## src/amlr_pkg.sv

```systemverilog
`default_nettype none
package amlr_pkg;
   localparam int unsigned AMLR_RES_WIDTH = 10;
   localparam int unsigned AMLR_CHANNELS  = 4;
   localparam int unsigned AMLR_SOURCES   = 15;
   localparam int unsigned AMLR_EVENTS    = 3;
   ////////////////////////////////////////////////////////////////////
   localparam logic [7:0] AMLR_OFS_MASK_ONE = 8'h74;
   localparam logic [7:0] AMLR_OFS_MASK_TWO = 8'h75;
   localparam logic [7:0] AMLR_OFS_LOW_BITS = 8'h76;
   localparam logic [7:0] AMLR_OFS_HIGH_0   = 8'h20;
   localparam logic [7:0] AMLR_OFS_INT_STAT = 8'h60;
   localparam logic [7:0] AMLR_OFS_INT_CLR  = 8'h61;
   localparam logic [7:0] AMLR_OFS_INT_EN   = 8'h62;
   localparam logic [7:0] AMLR_MASK_RESET   = 8'h00;
   localparam logic [7:0] AMLR_ALL_MASKED   = 8'hff;
   localparam logic [2:0] AMLR_INT_RESET    = 3'h0;
   localparam int unsigned AMLR_OVERRIDE_BIT = 7;
   localparam int unsigned AMLR_EV_ALERT    = 0;
   localparam int unsigned AMLR_EV_UPDATE   = 1;
   localparam int unsigned AMLR_EV_RELEASE  = 2;
   ////////////////////////////////////////////////////////////////////
   typedef enum logic [1:0] {
      AMLR_PIN14_FAN   = 2'h0,
      AMLR_PIN14_TIMER = 2'h1,
      AMLR_PIN14_ALERT = 2'h2,
      AMLR_PIN14_GPIO  = 2'h3
   } amlr_pin14_e;
   typedef enum logic {
      AMLR_LIVE   = 1'b0,
      AMLR_FROZEN = 1'b1
   } amlr_freeze_e;
   typedef struct packed {
      logic [1:0] diode_fault;
      logic       gpio_asserted;
      logic       timer_limit;
      logic       fan_four_fault;
      logic [2:0] fan_fault;
      logic       overtemp;
      logic       voltage_id_bit_five;
      logic       high_rail_limit;
      logic [6:0] out_of_limit;
   } amlr_cond_s;
   typedef struct packed {
      logic [AMLR_CHANNELS-1:0][AMLR_RES_WIDTH-1:0] result;
   } amlr_conv_s;
endpackage
`default_nettype wire

```

## src/amlr_core.sv

```systemverilog
// Decided for this implementation: the strobed register port.
`timescale 1ns/1ps
`default_nettype none
// Operation
// - Mask one bit 0 stops the 2.5 V or timer channel from raising the alert.
// - Mask one bits 1 to 3 stop the core, main and 5.0 V supply channels.
// - Mask one bits 4 to 6 stop the remote one, local and remote two temperatures.
// - With mask two all set, status two events still alert unless bit 7 of mask one is set.
// - Mask two bit 0 stops the 12 V channel, or the voltage id bit five change in code mode.
// - Mask two bit 1 stops overtemperature conditions.
// - Mask two bits 2 to 4 stop faults on fans one to three.
// - Mask two bit 5 stops the shared pin event: fan four, timer limit or gpio.
// - Mask two bits 6 and 7 stop diode faults on remote one and remote two.
// - Both mask registers come out of reset as zero.
// - The low bits register shows the two low bits of the four voltage results.
// - Reading the low bits register freezes it and the high bytes until each is read.
module amlr_core (
   input  wire logic                 clk_i,
   input  wire logic                 rst_i,
   input  wire logic [7:0]           addr_i,
   input  wire logic [7:0]           wdata_i,
   input  wire logic                 wr_i,
   input  wire logic                 rd_i,
   output logic      [7:0]           rdata_o,
   input  wire amlr_pkg::amlr_cond_s cond_i,
   input  wire logic [1:0]           pin14_func_i,
   input  wire logic                 pin21_vid_i,
   input  wire logic                 conv_valid_i,
   input  wire amlr_pkg::amlr_conv_s conv_i,
   output logic                      alert_pin_o,
   output logic                      alert_pin_oe_o,
   output logic                      irq_o
);
   localparam int unsigned SRC = amlr_pkg::AMLR_SOURCES;
   localparam int unsigned CH  = amlr_pkg::AMLR_CHANNELS;
   localparam int unsigned RW  = amlr_pkg::AMLR_RES_WIDTH;
   localparam int unsigned EV  = amlr_pkg::AMLR_EVENTS;

   logic [7:0]    mask_one_q;
   logic [7:0]    mask_two_q;
   logic [EV-1:0] int_stat_q;
   logic [EV-1:0] int_en_q;
   logic [EV-1:0] events;
   logic [EV-1:0] int_clr;
   logic          alert_q;
   logic          alert_d;
   logic          override_path;
   logic [SRC-1:0] src_vec;
   logic [SRC-1:0] mask_vec;
   logic [SRC-1:0] gated;
   logic          shared_event;
   logic [CH-1:0] pending_q;
   logic [CH-1:0] rd_high;
   logic          rd_low;
   logic          freeze_now;
   logic          release_ev;
   logic          updated;
   logic [7:0]    rdata_d;
   logic [7:0]    low_bits;
   amlr_pkg::amlr_freeze_e freeze_q;
   amlr_pkg::amlr_conv_s   disp;

   ////////////////////////////////////////////////////////////////////
   // register port
   assign rd_low = rd_i && (addr_i == amlr_pkg::AMLR_OFS_LOW_BITS);
   assign int_clr = (wr_i && addr_i == amlr_pkg::AMLR_OFS_INT_CLR) ? wdata_i[EV-1:0] : '0;

   always_ff @(posedge clk_i or posedge rst_i)
   begin
      if (rst_i)
      begin
         mask_one_q <= amlr_pkg::AMLR_MASK_RESET;
         mask_two_q <= amlr_pkg::AMLR_MASK_RESET;
      end
      else if (wr_i && addr_i == amlr_pkg::AMLR_OFS_MASK_ONE)
         mask_one_q <= wdata_i;
      else if (wr_i && addr_i == amlr_pkg::AMLR_OFS_MASK_TWO)
         mask_two_q <= wdata_i;
   end

   always_ff @(posedge clk_i or posedge rst_i)
   begin
      if (rst_i)
         int_en_q <= amlr_pkg::AMLR_INT_RESET;
      else if (wr_i && addr_i == amlr_pkg::AMLR_OFS_INT_EN)
         int_en_q <= wdata_i[EV-1:0];
   end

   // low bits in channel order, two per channel
   always_comb
   begin
      low_bits = '0;
      for (int k = 0; k < CH; k++)
         low_bits[2*k +: 2] = disp.result[k][1:0];
   end

   always_comb
   begin
      rdata_d = 8'h00;
      case (addr_i)
         amlr_pkg::AMLR_OFS_MASK_ONE: rdata_d = mask_one_q;
         amlr_pkg::AMLR_OFS_MASK_TWO: rdata_d = mask_two_q;
         amlr_pkg::AMLR_OFS_LOW_BITS: rdata_d = low_bits;
         amlr_pkg::AMLR_OFS_INT_STAT: rdata_d = {5'h00, int_stat_q};
         amlr_pkg::AMLR_OFS_INT_EN:   rdata_d = {5'h00, int_en_q};
         default:
            for (int k = 0; k < CH; k++)
               if (addr_i == amlr_pkg::AMLR_OFS_HIGH_0 + 8'(k))
                  rdata_d = disp.result[k][RW-1:2];
      endcase
   end

   // read data stands for one cycle only, zero otherwise
   always_ff @(posedge clk_i or posedge rst_i)
   begin
      if (rst_i)
         rdata_o <= 8'h00;
      else
         rdata_o <= rd_i ? rdata_d : 8'h00;
   end

   ////////////////////////////////////////////////////////////////////
   // alert masking
   always_comb
   begin
      case (amlr_pkg::amlr_pin14_e'(pin14_func_i))
         amlr_pkg::AMLR_PIN14_FAN:   shared_event = cond_i.fan_four_fault;
         amlr_pkg::AMLR_PIN14_TIMER: shared_event = cond_i.timer_limit;
         amlr_pkg::AMLR_PIN14_GPIO:  shared_event = cond_i.gpio_asserted;
         default:                    shared_event = 1'b0;
      endcase
   end

   assign src_vec = {cond_i.diode_fault, shared_event, cond_i.fan_fault, cond_i.overtemp,
                     pin21_vid_i ? cond_i.voltage_id_bit_five : cond_i.high_rail_limit,
                     cond_i.out_of_limit};
   assign mask_vec = {mask_two_q, mask_one_q[6:0]};

   // one gate per source; mask bit set blocks the source
   for (genvar g = 0; g < SRC; g++)
   begin : g_gate
      assign gated[g] = src_vec[g] && !mask_vec[g];
   end

   // with mask two all set, status two sources bypass their masks unless the override is set
   assign override_path = (mask_two_q == amlr_pkg::AMLR_ALL_MASKED)
                          && !mask_one_q[amlr_pkg::AMLR_OVERRIDE_BIT]
                          && (|src_vec[SRC-1:7]);
   assign alert_d = (|gated) || override_path;

   always_ff @(posedge clk_i or posedge rst_i)
   begin
      if (rst_i)
         alert_q <= 1'b0;
      else
         alert_q <= alert_d;
   end

   // open drain, active low: only ever pulls the line down
   assign alert_pin_o    = 1'b0;
   assign alert_pin_oe_o = alert_q;

   ////////////////////////////////////////////////////////////////////
   // read freeze
   for (genvar g = 0; g < CH; g++)
   begin : g_high
      assign rd_high[g] = rd_i && (addr_i == amlr_pkg::AMLR_OFS_HIGH_0 + 8'(g));
   end

   always_ff @(posedge clk_i or posedge rst_i)
   begin
      if (rst_i)
         pending_q <= '0;
      else if (rd_low)
         pending_q <= '1;
      else
         pending_q <= pending_q & ~rd_high;
   end

   always_ff @(posedge clk_i or posedge rst_i)
   begin
      if (rst_i)
         freeze_q <= amlr_pkg::AMLR_LIVE;
      else
         case (freeze_q)
            amlr_pkg::AMLR_LIVE:
               if (rd_low)
                  freeze_q <= amlr_pkg::AMLR_FROZEN;
            amlr_pkg::AMLR_FROZEN:
               if (!rd_low && (pending_q & ~rd_high) == '0)
                  freeze_q <= amlr_pkg::AMLR_LIVE;
            default:
               freeze_q <= amlr_pkg::AMLR_LIVE;
         endcase
   end

   // the read cycle itself already blocks updates, so the pair read stays coherent
   assign freeze_now = (freeze_q == amlr_pkg::AMLR_FROZEN) || rd_low;
   assign release_ev = (freeze_q == amlr_pkg::AMLR_FROZEN) && !rd_low
                       && (pending_q & ~rd_high) == '0;

   amlr_hold #(
      .WIDTH (CH*RW)
   ) u_hold (
      .clk_i     (clk_i),
      .rst_i     (rst_i),
      .load_i    (conv_valid_i),
      .data_i    (conv_i),
      .freeze_i  (freeze_now),
      .data_o    (disp),
      .updated_o (updated)
   );

   ////////////////////////////////////////////////////////////////////
   // interrupt status; a new event wins over a clear in the same cycle
   assign events[amlr_pkg::AMLR_EV_ALERT]   = alert_d && !alert_q;
   assign events[amlr_pkg::AMLR_EV_UPDATE]  = updated;
   assign events[amlr_pkg::AMLR_EV_RELEASE] = release_ev;

   always_ff @(posedge clk_i or posedge rst_i)
   begin
      if (rst_i)
         int_stat_q <= amlr_pkg::AMLR_INT_RESET;
      else
         int_stat_q <= (int_stat_q & ~int_clr) | events;
   end

   always_ff @(posedge clk_i or posedge rst_i)
   begin
      if (rst_i)
         irq_o <= 1'b0;
      else
         irq_o <= |((int_stat_q & ~int_clr | events) & int_en_q);
   end
endmodule // amlr_core
`default_nettype wire

```

## src/amlr_hold.sv

```systemverilog
`timescale 1ns/1ps
`default_nettype none
// keeps the newest sample aside while frozen so the latest conversion is not lost
module amlr_hold #(
   parameter int unsigned WIDTH = 40
) (
   input  wire logic             clk_i,
   input  wire logic             rst_i,
   input  wire logic             load_i,
   input  wire logic [WIDTH-1:0] data_i,
   input  wire logic             freeze_i,
   output logic      [WIDTH-1:0] data_o,
   output logic                  updated_o
);
   logic [WIDTH-1:0] shadow_q;
   logic             fresh_q;

   always_ff @(posedge clk_i or posedge rst_i)
   begin
      if (rst_i)
         shadow_q <= '0;
      else if (load_i)
         shadow_q <= data_i;
   end

   always_ff @(posedge clk_i or posedge rst_i)
   begin
      if (rst_i)
         fresh_q <= 1'b0;
      else if (freeze_i)
         fresh_q <= fresh_q | load_i;
      else
         fresh_q <= 1'b0;
   end

   always_ff @(posedge clk_i or posedge rst_i)
   begin
      if (rst_i)
      begin
         data_o    <= '0;
         updated_o <= 1'b0;
      end
      else
      begin
         updated_o <= !freeze_i && (load_i || fresh_q);
         if (!freeze_i && load_i)
            data_o <= data_i;
         else if (!freeze_i && fresh_q)
            data_o <= shadow_q;
      end
   end
endmodule // amlr_hold
`default_nettype wire

```

## config.mk

```make
export PLATFORM = sky130hd
export DESIGN_NAME = amlr_core
export DESIGN_NICKNAME = d
export VERILOG_FILES = /design/src/amlr_pkg.sv /design/src/amlr_core.sv /design/src/amlr_hold.sv
export SDC_FILE = /design/constraint.sdc
export NUM_CORES = 1
export LEC_CHECK = 0
export BUFFER_PORTS_ARGS = -buffer_cell sky130_fd_sc_hd__buf_2
export CAP_MARGIN = 25
export CORE_MARGIN = 10
export CORE_UTILIZATION = 60
export CTS_CLUSTER_SIZE = 10
export DETAILED_ROUTE_END_ITERATION = 10
export GPL_ROUTABILITY_DRIVEN = 0
export HOLD_SLACK_MARGIN = 0.06
export PLACE_DENSITY = 0.95
export SLEW_MARGIN = 30
export SYNTH_ARGS = -nofsm -noshare
export SYNTH_HDL_FRONTEND = slang
export SYNTH_SLANG_ARGS = --single-unit
```

## constraint.sdc

```tcl
create_clock -name clk_i -period 8.37 [get_ports clk_i]
set_input_delay 1.674 -clock clk_i [delete_from_list [all_inputs] [get_ports clk_i]]
set_output_delay 1.674 -clock clk_i [all_outputs]
set_load 0.02 [all_outputs]
```

==> results of run 1 <==
[state kept, by name, indices dropped and copies added, names as in the netlist]
register / cells
u_hold.data_o: 40
u_hold.shadow_q: 40
mask_one_q: 8
mask_two_q: 8
rdata_o: 8
pending_q: 4
int_en_q: 3
int_stat_q: 3
alert_pin_oe_o: 1
freeze_q: 1
irq_o: 1
u_hold.fresh_q: 1
u_hold.updated_o: 1
[worst paths after layout]
kind,depth (start not counted),start,to,slack [ns]
hold / removal,1,u_hold.shadow_q[38],u_hold.shadow_q[38],0.50
setup / recovery,5,conv_valid_i,u_hold.data_o[16],4.93
setup reg to reg,5,mask_one_q[6],irq_o,6.53
min in group asynchronous,2,rst_i,mask_one_q[4],1.13
max in group asynchronous,3,rst_i,u_hold.data_o[6],6.13
hold reg to reg,1,u_hold.shadow_q[38],u_hold.shadow_q[38],0.50
[Yosys cell counts (2+ instances only)]
cell type	n
a22oi_1	13
nor2_1	10
and3_1	2
nor4b_1	2
nand4_1	2
buf_4	3
buf_2	3
a2111oi_0	2
buf_6	4
a21o_1	5
a31oi_1	4
nor3_4	2
nand3_1	7
nand2b_1	2
nor3_1	2
mux2i_1	10
a21oi_1	9
nor4bb_1	2
mux2_4	39
clkbuf_1	5
nand2_1	18
or4_1	2
mux2_2	65
inv_1	13
dfrtp_1	119
nor2b_1	8
nand4b_2	2
nand3b_1	2
o21ai_0	13
mux4_2	3
[per-layer routing]
layer  track usage, %  routed length (um)
met1             25.1                5500
met2             37.6                7320
met3             6.82                 913
met4             9.88                 532
met5                0                   0
[cell families (layout without fill, tap and decap cells)]
group,after synthesis,count (layout),synth area share [%]
flip-flops,119,119,54.4
multiplexers,117,117,27.1
AND/OR/NAND/NOR,73,73,8.60
AO/OA/AOI/OAI,55,55,6.81
buffers and inverters,31,138,2.97
other,1,1,0.0685
[area by class of cell]
type,count,area (um2)
tap,108,135
sequential,119,2980
multi-input combinational,246,2330
clock inverter,12,176
inverter,14,55.1
timing repair buffer,93,474
clock buffer,19,432
fill,485,2220
[worst reg2reg max path, stage by stage, from the launching register on]
cell and delay, ns:
dfrtp_1 0.42, nor2b_1 0.07, a2111oi_0 0.39, nand4_1 0.17, nor4_2 0.45, o2111ai_1 0.19
[per-stage QoR]
| step | setup slack (ns) | util (%) | instances | power, mW | instance area, um2 |
|---|---|---|---|---|---|
| 2_1_floorplan | 3.54 | - | 396 | 0.798 | 5470 |
| 3_3_place_gp | 4.60 | 67.8 | 580 | 0.841 | 5970 |
| 3_5_place_dp | 4.46 | 67.8 | 580 | 0.854 | 5970 |
| 4_1_cts | 4.97 | 74.8 | 611 | 1.62 | 6580 |
| 5_1_grt | 4.83 | 74.8 | 611 | 1.66 | 6580 |
| 6_report | 4.93 | 74.8 | 611 | 1.61 | 6580 |
[power groups by stage]
stage,clock network (mW),logic (mW),registers [mW]
global route,0.789,0.199,0.676
global placement,0,0.170,0.671
finish,0.755,0.186,0.672
floorplan,0,0.135,0.663
detailed placement,0,0.180,0.675
CTS,0.762,0.186,0.671
==> metrics.md, run 1 <==
| Metric | Value |
|---|---|
| Sink Count | between 100 and 150 |
| RSZ-0062 raised after global routing | false |
| DRC | 0 |
| Most common cell after layout, fill and taps aside | dfrtp_1 |
| Most frequent cells in the layout | dfrtp_1, buf_2, mux2_2, mux2_4, nand2_1 |
| Vias in the first global route | about 4.2k |
| Setup CP Type | in -> reg |
| Initial antenna violation count | 0 |
| Count of input and output buffers | between 90 and 100 |
| Register share of total power | approximately two fifths |
| Startpoint types | input port |
| CTS Buffer Depth | 2 |
| P per Cell Area | roughly 240 mW/mm2 |
| Peak fanout along the critical path | 43 |
| Sw Pwr | 0.386 mW |
| Synthesized Nets | approximately 480 |
| Largest net degree at the start of global routing | 94 |
| Die span in x | ~120 um |
| IO Count | between 90 and 100 |
| Post-synth EDFFs | 0 |
| Worst hold path class | reg -> reg |
| Endpoints failing hold | 0 |
| Switching Fraction | a little under a quarter |
| Diodes inserted | 0 |
| Rows | 34 |
| Share of post-route cells with drive strength above 1 | between 40% and 50% |
| Comb power frac | 11.5% |
| GR Overflow Total | 0 |
| Postcts setup bufs | 0 |
| Cell taking the most area after synthesis | dfrtp_1 |
| Per-cell routed wire length | 23.3 um |
| CP required | 8.76 ns |
| Slew Viols, Final | 0 |
| Seq/Total Area, Yosys | a little over half |
| Slew headroom | 37.1% |
| Share of the synthesized area in the top cell type | a little over half |
| Clock transition at the registers of the reported paths | approximately 0.060 ns |
| First-pass iteration count of the detailed router | 5 |
| Die Ht | about 120 um |
| Worst VDD drop | approximately 0.00014 V |
| Post-route ant nets | 0 |
| Setup TNS | 0 ns |
| Cell leakage power | about 3.1 nW |
| Pint | ~1.2 mW |
| Clock group share of total power | between 40% and 50% |
| HPWL after detailed placement | 9020 um |
| Final Skew | roughly 0.010 ns |
| Ys flop type | dfrtp_1 |
| Total Die Area | roughly 0.013 mm2 |
| Min Tclk post-route | around 3.4 ns |
| Area Growth Syn to Fin | 20.3% |
| Synth area leaders | dfrtp_1, mux2_2, mux2_4 |
| CTS root buf | clkbuf_8 |
| Critical Path Max Stage Delay | 0.70 ns |
| Maximum clock frequency | roughly 0.29 GHz |
| First-pass GRT wire length | 22500 um |
| Worst path buffer plus inverter count | 2 |
| CP delay by family, top | buffers and inverters |
| Post_cts resized | 0 |
| Critical path's slowest cell | buf_2 |
| Routed via count | about 3.8k |
| Arrival time of the worst setup path | between 3 and 4 ns |
| Cell Area, Synth | around 0.0055 mm2 |
| Final setup fails | 0 |
| Initial DRC Count | 392 |
| Post-synth ARST share | 100% |
| Synth Instances | about 400 |
| Core Area | slightly below 0.009 mm2 |
| Cell Chain, Critical Path | buf_2, nor2_1, nor3_4, buf_4, mux2_4 |
| Max Cap Viol | 0 |
| Nets | between 500 and 600 |
| Total Routed Length | around 14000 um |
| Total GRT Usage | between 20% and 30% |
| Cell variety after synth | between 50 and 60 |
| CTS tree | done |
| Clock Latency Late Sink | ~0.52 ns |
| Via density per instance | 6.20 |
| Syn_area_per_cell | between 10 and 15 um2 |
| Initial Util | 62.1% |
| Crit path capture type | flop |
| Period utilisation layout | approximately 40% |
| Hold WS | 0.496 ns |
| Worst Tran Pin Value | about 0.94 ns |
| Status | finished, final reports clean |
| Synth warn | 0 |
| H-tree Lvls | 4 |
| Cts bufs inserted | 17 |
| Seq cells post-synth | between 100 and 150 |
| Post-cts hold buffer count | 0 |
Note: power is estimated with default switching activity, not from simulation.
==> run 2: changes to the inputs <==
--- a/config.mk
+++ b/config.mk
@@ -8,12 +8,12 @@
 export BUFFER_PORTS_ARGS = -buffer_cell sky130_fd_sc_hd__buf_2
 export CAP_MARGIN = 25
 export CORE_MARGIN = 10
-export CORE_UTILIZATION = 60
+export CORE_UTILIZATION = 56
 export CTS_CLUSTER_SIZE = 10
 export DETAILED_ROUTE_END_ITERATION = 10
 export GPL_ROUTABILITY_DRIVEN = 0
 export HOLD_SLACK_MARGIN = 0.06
-export PLACE_DENSITY = 0.95
+export PLACE_DENSITY = 0.91
 export SLEW_MARGIN = 30
 export SYNTH_ARGS = -nofsm -noshare
 export SYNTH_HDL_FRONTEND = slang
==> constraint.sdc (replaced) <==
create_clock -name clk_i -period 3.55 [get_ports clk_i]
set_input_delay 0.71 -clock clk_i [delete_from_list [all_inputs] [get_ports clk_i]]
set_output_delay 0.71 -clock clk_i [all_outputs]
set_load 0.02 [all_outputs]
==> run 2 against run 1 <==
  * Sequential power grew 140%
  * Worst setup slack worse by 3.5 ns
  * Wire length decreased by 3.1%
  * Clock skew is 0.0017 ns lower
  * Clock-buffer cell count up 4
  * Critical path depth is 1 higher
  * Global-route usage decreased by 2.3 points
  * Cell count up 4.6%
  * Register-to-register slack worse by 4.9 ns
  * Via count shrank 2.0%
  * Critical endpoint is now u_hold.data_o[4]
==> metrics.md, run 2 (synthesis gave the netlist of run 1 again) <==
| Metric | Value |
|---|---|
| Status | finished, final reports clean |
| Slew headroom | 43.6% (+6.5 points) |
| Setup CP Type | in -> reg |
| R2r setup slk | 1.64 ns (-4.89 ns) |
| HPWL after detailed placement | 9390 um (+4.2%) |
| Worst hold path class | in -> async |
| CTS Buffer Depth | 2 (unchanged) |
| Post-route ant nets | 0 (unchanged) |
| Pint | 2.73 mW (+120%) |
| Cell mode on critical path | nor3_4 |
| Vias in the first global route | 4243 (+1.8%) |
| Endpoints failing hold | 0 (unchanged) |
| Startpoint types | input port |
| Most frequent cells in the layout | dfrtp_1, buf_2, mux2_2, mux2_4, nand2_1 |
| Cell Chain, Critical Path | buf_2, nand3b_1, nor3_4, nor3_4, buf_4, mux2_4 |
| Worst slack at placement | 0.917 ns (-3.54 ns) |
| P per Cell Area | 545 mW/mm2 (+120%) |
| Total Die Area | 0.0141 mm2 (+5.9%) |
| Initial DRC Count | 463 (+18%) |
| Cts bufs inserted | 17 (unchanged) |
| Biggest regs | u_hold.data_o: 40 flops, u_hold.shadow_q: 40 flops |
| Critical path's slowest cell | buf_2 |
| Number of fill cells in the layout | 651 (+34%) |
| Initial antenna violation count | 0 (unchanged) |
| Largest net degree at the start of global routing | 120 (+28%) |
| Worst Tran Pin Value | 0.834 ns (-0.109 ns) |
| Slew Viols, Final | 0 (unchanged) |
| Die span in x | 119 um (+2.9%) |
| Register share of total power | 44.0% (+2.3 points) |
| Post_cts resized | 0 (unchanged) |
| Die Ht | 119 um (+2.9%) |
| Total GRT Usage | 19.8% (-2.3 points) |
| Sw Pwr | 0.859 mW (+120%) |
| Period utilisation layout | 61.0% |
| Per-cell routed wire length | 21.6 um (-7.3%) |
| Total Routed Length | 13800 um (-3.1%) |
| CTS tree | done |
| Hold WS | 0.380 ns (-0.116 ns) |
| Final core utilization | 68.3% (-6.5 points) |
| Count of input and output buffers | 91 (unchanged) |
| RSZ-0062 raised after global routing | false |
| Post-cts hold buffer count | 0 (unchanged) |
| IO Count | 93 (unchanged) |
| Share of post-route cells with drive strength above 1 | 48.3% (about the same) |
| Most common cell after layout, fill and taps aside | dfrtp_1 |
| CTS root buf | clkbuf_8 |
| GR Overflow Total | 0 (unchanged) |
| CP required | 3.94 ns (-4.82 ns) |
| Core Area | 0.00964 mm2 (+9.5%) |
| Initial Util | 56.8% (-5.4 points) |
| Comb power frac | 12.1% (+0.6 points) |
| Total power | 3.59 mW (+120%) |
| Setup TNS | 0 ns (unchanged) |
| Final setup fails | 0 (unchanged) |
| Critical Path Max Stage Delay | 0.49 ns (-0.21 ns) |
| Final Skew | 0.00859 ns (-0.00168 ns) |
| Clock Latency Late Sink | 0.51 ns (about the same) |
| Area Growth Syn to Fin | 20.3% (unchanged) |
| Max Cap Viol | 0 (unchanged) |
| R2R depth | 5 (unchanged) |
| Via density per instance | 5.82 (-6.3%) |
| Rows | 36 (+5.9%) |
| R2R Path Start | mask_two_q[3] |
| Postcts setup bufs | 0 (unchanged) |
| Clock transition at the registers of the reported paths | 0.06 ns (about the same) |
| Arrival time of the worst setup path | 2.56 ns (-1.28 ns) |
| First-pass iteration count of the detailed router | 6 (+1) |
| Routed via count | 3716 (-2.0%) |
| Worst r2r dst | irq_o |
| Peak fanout along the critical path | 26 (-40%) |
| H-tree Lvls | 4 (unchanged) |
| Clock group share of total power | 43.9% (-2.9 points) |
| Sink Count | 119 (unchanged) |
| Nets | 575 (+0.35%) |
| Min Tclk post-route | between 2 and 2.5 ns |
| First-pass GRT wire length | 22400 um (-0.24%) |
| Switching Fraction | 23.9% (-0.031 points) |
| Cell leakage power | 3.08 nW (-0.63%) |
| Worst VDD drop | 0.000325 V (+130%) |
| DRC | 0 (unchanged) |
| Maximum clock frequency | around 0.46 GHz |
| Crit path capture type | flop |
| Final setup margin | 1.38 ns (-3.54 ns) |
[run 2: layout make-up]
| type | count | area, um2 | area share, % |
|---|---|---|---|
| multi-input cells | 246 | 2330 | 35.4 |
| well taps | 133 | 166 | 2.53 |
| inverters | 14 | 56.3 | 0.855 |
| repair buffers | 95 | 498 | 7.57 |
| diodes | 1 | 2.50 | 0.0380 |
| clock buffers | 23 | 477 | 7.24 |
| flip-flops and latches | 119 | 2980 | 45.2 |
| clock inverters | 8 | 72.6 | 1.10 |
[run 2: layer usage]
| layer | routed length, um | vias up | GRT usage [%] |
|---|---|---|---|
| met5 | 0 | - | 0 |
| met2 | 7200 | 183 | 34.0 |
| met3 | 946 | 42 | 5.38 |
| met4 | 466 | 0 | 9.24 |
| li1 | - | 1641 | - |
| met1 | 5210 | 1850 | 22.5 |
[run 2: worst max-delay path by stage]
stage / startpoint / to / slack (ns) / depth (start not counted)
2_1_floorplan: rst_i / alert_pin_oe_o / 1.38 / 1
3_3_place_gp: addr_i[0] / u_hold.data_o[10] / 1.0 / 6
3_5_place_dp: addr_i[0] / u_hold.data_o[7] / 0.92 / 6
4_1_cts: addr_i[0] / u_hold.data_o[4] / 1.43 / 6
5_1_grt: addr_i[0] / u_hold.data_o[18] / 1.35 / 6
6_report: addr_i[0] / u_hold.data_o[4] / 1.38 / 6
[run 2: worst max-delay path, delay by kind of cell]
family / cells / cell delay, ns
buffers and inverters: 2 / 0.93
muxes: 1 / 0.35
and+or+nand+nor: 3 / 0.54
[run 2: power groups by stage]
| stage | Sequential, mW | Clock, mW | Combinational (mW) |
|---|---|---|---|
| 2_1_floorplan | 1.56 | 0 | 0.319 |
| 3_5_place_dp | 1.59 | 0 | 0.428 |
| 3_3_place_gp | 1.58 | 0 | 0.405 |
| 5_1_grt | 1.59 | 1.65 | 0.470 |
| 6_report | 1.58 | 1.58 | 0.434 |
| 4_1_cts | 1.58 | 1.59 | 0.437 |
[run 2: per-stage QoR]
| stage | std cells | cell area [um2] |
|---|---|---|
| 6_report | 639 | 6580 |
| 5_1_grt | 638 | 6580 |
| 4_1_cts | 638 | 6580 |
| 3_5_place_dp | 607 | 6030 |
| 3_3_place_gp | 607 | 6030 |
| 2_1_floorplan | 396 | 5480 |
==> run 3: changes to the inputs <==
--- a/config.mk
+++ b/config.mk
@@ -8,12 +8,12 @@
 export BUFFER_PORTS_ARGS = -buffer_cell sky130_fd_sc_hd__buf_2
 export CAP_MARGIN = 25
 export CORE_MARGIN = 10
-export CORE_UTILIZATION = 56
+export CORE_UTILIZATION = 51
 export CTS_CLUSTER_SIZE = 10
 export DETAILED_ROUTE_END_ITERATION = 10
 export GPL_ROUTABILITY_DRIVEN = 0
 export HOLD_SLACK_MARGIN = 0.06
-export PLACE_DENSITY = 0.91
+export PLACE_DENSITY = 0.87
 export SLEW_MARGIN = 30
 export SYNTH_ARGS = -nofsm -noshare
 export SYNTH_HDL_FRONTEND = slang
==> constraint.sdc (replaced) <==
create_clock -name clk_i -period 1.88 [get_ports clk_i]
set_input_delay 0.376 -clock clk_i [delete_from_list [all_inputs] [get_ports clk_i]]
set_output_delay 0.376 -clock clk_i [all_outputs]
set_load 0.02 [all_outputs]
==> run 3 against run 2 <==
  * Power increased by 94%
  * Highest routed layer unchanged
  * Worst setup slack worse by 1.3 ns
  * Critical endpoint is now irq_o
  * Clock power is 98% higher
  * Die area grew 8.1%
  * First-iteration DRC count is 30% lower
  * Global-route usage down 0.95 points
  * Largest power group is now clock
  * Via count increased by 2.1%
  * Combinational power grew 97%
  * Sequential power rose by 88%
  * Hold slack got worse by 0.28 ns
  * Sequential share of layout area is 1.4 points lower
  * Non-clock buffer count is 15 higher
==> metrics.md, run 3 (synthesis gave the netlist of run 1 again) <==
| Metric | Value |
|---|---|
| Worst Tran Pin Value | 0.500 ns (-0.334 ns) |
| First-pass iteration count of the detailed router | 5 (-1) |
| Peak fanout along the critical path | 3 (-88%) |
| Nets | 590 (+2.6%) |
| Initial Util | 52.8% (-4.0 points) |
| Diodes inserted | 0 (-1) |
| Post-route insts no fill | 656 (+2.7%) |
| Initial DRC Count | 322 (-30%) |
| Setup TNS | 0 ns (unchanged) |
| R2R depth | 5 (unchanged) |
| Sink Count | 119 (unchanged) |
| P per Cell Area | 1020 mW/mm2 (+88%) |
| Die span in x | 124 um (+4.0%) |
| IO Count | 93 (unchanged) |
| Vias in the first global route | 4188 (-1.3%) |
| Arrival time of the worst setup path | 2.13 ns (-0.43 ns) |
| Status | finished, final reports clean |
| Hold path cells | 3 |
| Rows | 37 (+2.8%) |
| HPWL after detailed placement | 9840 um (+4.8%) |
| Min Tclk post-route | 1.76 ns |
| Total power | 6.96 mW (+94%) |
| Cell Chain, Critical Path | nor2b_1, a2111oi_2, nand4_1, nor4_4, o2111ai_1 |
| Count of input and output buffers | 91 (unchanged) |
| CP required | 2.25 ns (-1.69 ns) |
| Slew Viols, Final | 0 (unchanged) |
| Max Cap Viol | 0 (unchanged) |
| CTS Buffer Depth | 2 (unchanged) |
| Initial antenna violation count | 0 (unchanged) |
| Share of post-route cells with drive strength above 1 | 50.0% (+1.7 points) |
| Routed via count | 3793 (+2.1%) |
| Startpoint types | flop |
| Die Ht | 124 um (+4.0%) |
| Area Growth Syn to Fin | 24.2% |
| Clock transition at the registers of the reported paths | 0.06 ns (about the same) |
| Most common cell after layout, fill and taps aside | dfrtp_1 |
| Largest net degree at the start of global routing | 32 (-73%) |
| Critical path's slowest cell | a2111oi_2 |
| CTS tree | done |
| Worst hold path class | in -> reg |
| R2R Path Start | mask_one_q[1] |
| Worst path depth | 5 (-1) |
| CP delay by family, top | simple AND/OR/NAND/NOR gates |
| R2r setup slk | 0.12 ns (-1.52 ns) |
| Worst r2r dst | irq_o |
| GR Overflow Total | 0 (unchanged) |
| First-pass GRT wire length | 22200 um (-0.80%) |
| Core Area | 0.0104 mm2 (+7.6%) |
| Hold Path End | mask_one_q[4] |
| Final Skew | 0.00623 ns (-0.00236 ns) |
| CTS root buf | clkbuf_8 |
| Final setup fails | 0 (unchanged) |
| Slew headroom | 66.6% (+23 points) |
| Crit path capture type | flop |
| Total GRT Usage | 18.8% (-0.95 points) |
| Number of fill cells in the layout | 701 (+7.7%) |
| Sequential Area | 0.00298 mm2 (unchanged) |
| Footprint of the multi-input gates | 0.00235 mm2 (+0.70%) |
| Worst VDD drop | 0.000742 V (+130%) |
| Clock Latency Late Sink | 0.52 ns (about the same) |
| Critical Path Max Stage Delay | 0.41 ns (-0.08 ns) |
| DRC | 0 (unchanged) |
| Worst path buffer plus inverter count | 0 (-2) |
| Via density per instance | 5.78 (-0.57%) |
| Min-delay src | wdata_i[4] |
| Total Die Area | 0.0153 mm2 (+8.1%) |
| Cts bufs inserted | 17 (unchanged) |
| Maximum clock frequency | ~0.57 GHz |
| Post-route ant nets | 0 (unchanged) |
| Per-cell routed wire length | 20.8 um (-4.0%) |
| Biggest regs | u_hold.data_o: 40 flops, u_hold.shadow_q: 40 flops |
| Cell leakage power | 3.20 nW (+3.7%) |
| Period utilisation layout | 93.7% |
| Postcts setup bufs | 0 (unchanged) |
| H-tree Lvls | 4 (unchanged) |
| Number of cells after detailed placement | 624 (+2.8%) |
| Most frequent cells in the layout | dfrtp_1, buf_2, mux2_2, mux2_4, nand2_1 |
| Endpoints failing hold | 0 (unchanged) |
| Total Routed Length | 13600 um (-1.4%) |
| Setup CP Type | reg -> reg |
## run 3: per-stage QoR
stage,utilization [%],area [um2],setup slack (ns),hold slack [ns]
6_report,65.6,6800,0.118,0.105
5_1_grt,65.6,6800,-0.0176,0.102
4_1_cts,65.5,6790,0.0602,0.0964
3_5_place_dp,59.7,6190,-0.130,0.433
3_3_place_gp,59.7,6190,0.0489,0.411
2_1_floorplan,-,5480,0.0486,0.444
## run 3: final cells by class
cell class,instances,area share [%]
clock inverter,8,1.40
tap,136,2.50
sequential,119,43.8
inverter,14,0.828
multi-input combinational,246,34.5
clock buffer,23,7.16
timing repair buffer,110,9.76
## run 3: worst register-to-register path: cells and delay by family, from the launching register on
family	cells	cell delay, ns
compound gates	2	0.60
flops	1	0.38
simple gates	3	0.63
## run 3: worst max path at each step
stage | to | slack, ns | from
3_5_place_dp | irq_o | -0.13 | cond_i[1]
3_3_place_gp | irq_o | 0.05 | cond_i[11]
2_1_floorplan | alert_pin_oe_o | 0.05 | rst_i
6_report | irq_o | 0.12 | mask_one_q[1]
5_1_grt | irq_o | -0.02 | mask_one_q[0]
4_1_cts | irq_o | 0.06 | mask_one_q[1]
## run 3: power by group
group          leakage, nW  internal [mW]  switching [mW]  total, mW
logic                 1.47          0.489           0.369      0.857
clock network        0.286           2.04            1.09       3.13
registers             1.44           2.82           0.147       2.97
total                 3.20           5.35            1.61       6.96
## run 3: routing by layer
layer | global-route usage, % | wire length (um) | vias up
met3 | 5.38 | 1010 | 46
met2 | 31.0 | 7030 | 157
met4 | 10.6 | 471 | 0
met1 | 21.7 | 5120 | 1933
li1 | - | - | 1657
met5 | 0 | 0 | -
## run 3: what timing repair did
action	4_1_cts	5_1_grt
endpoints found under the setup margin	1	3
resized for setup	2	2
gates cloned	0	0
endpoints found under the hold margin	14	0
hold buffers	1	0
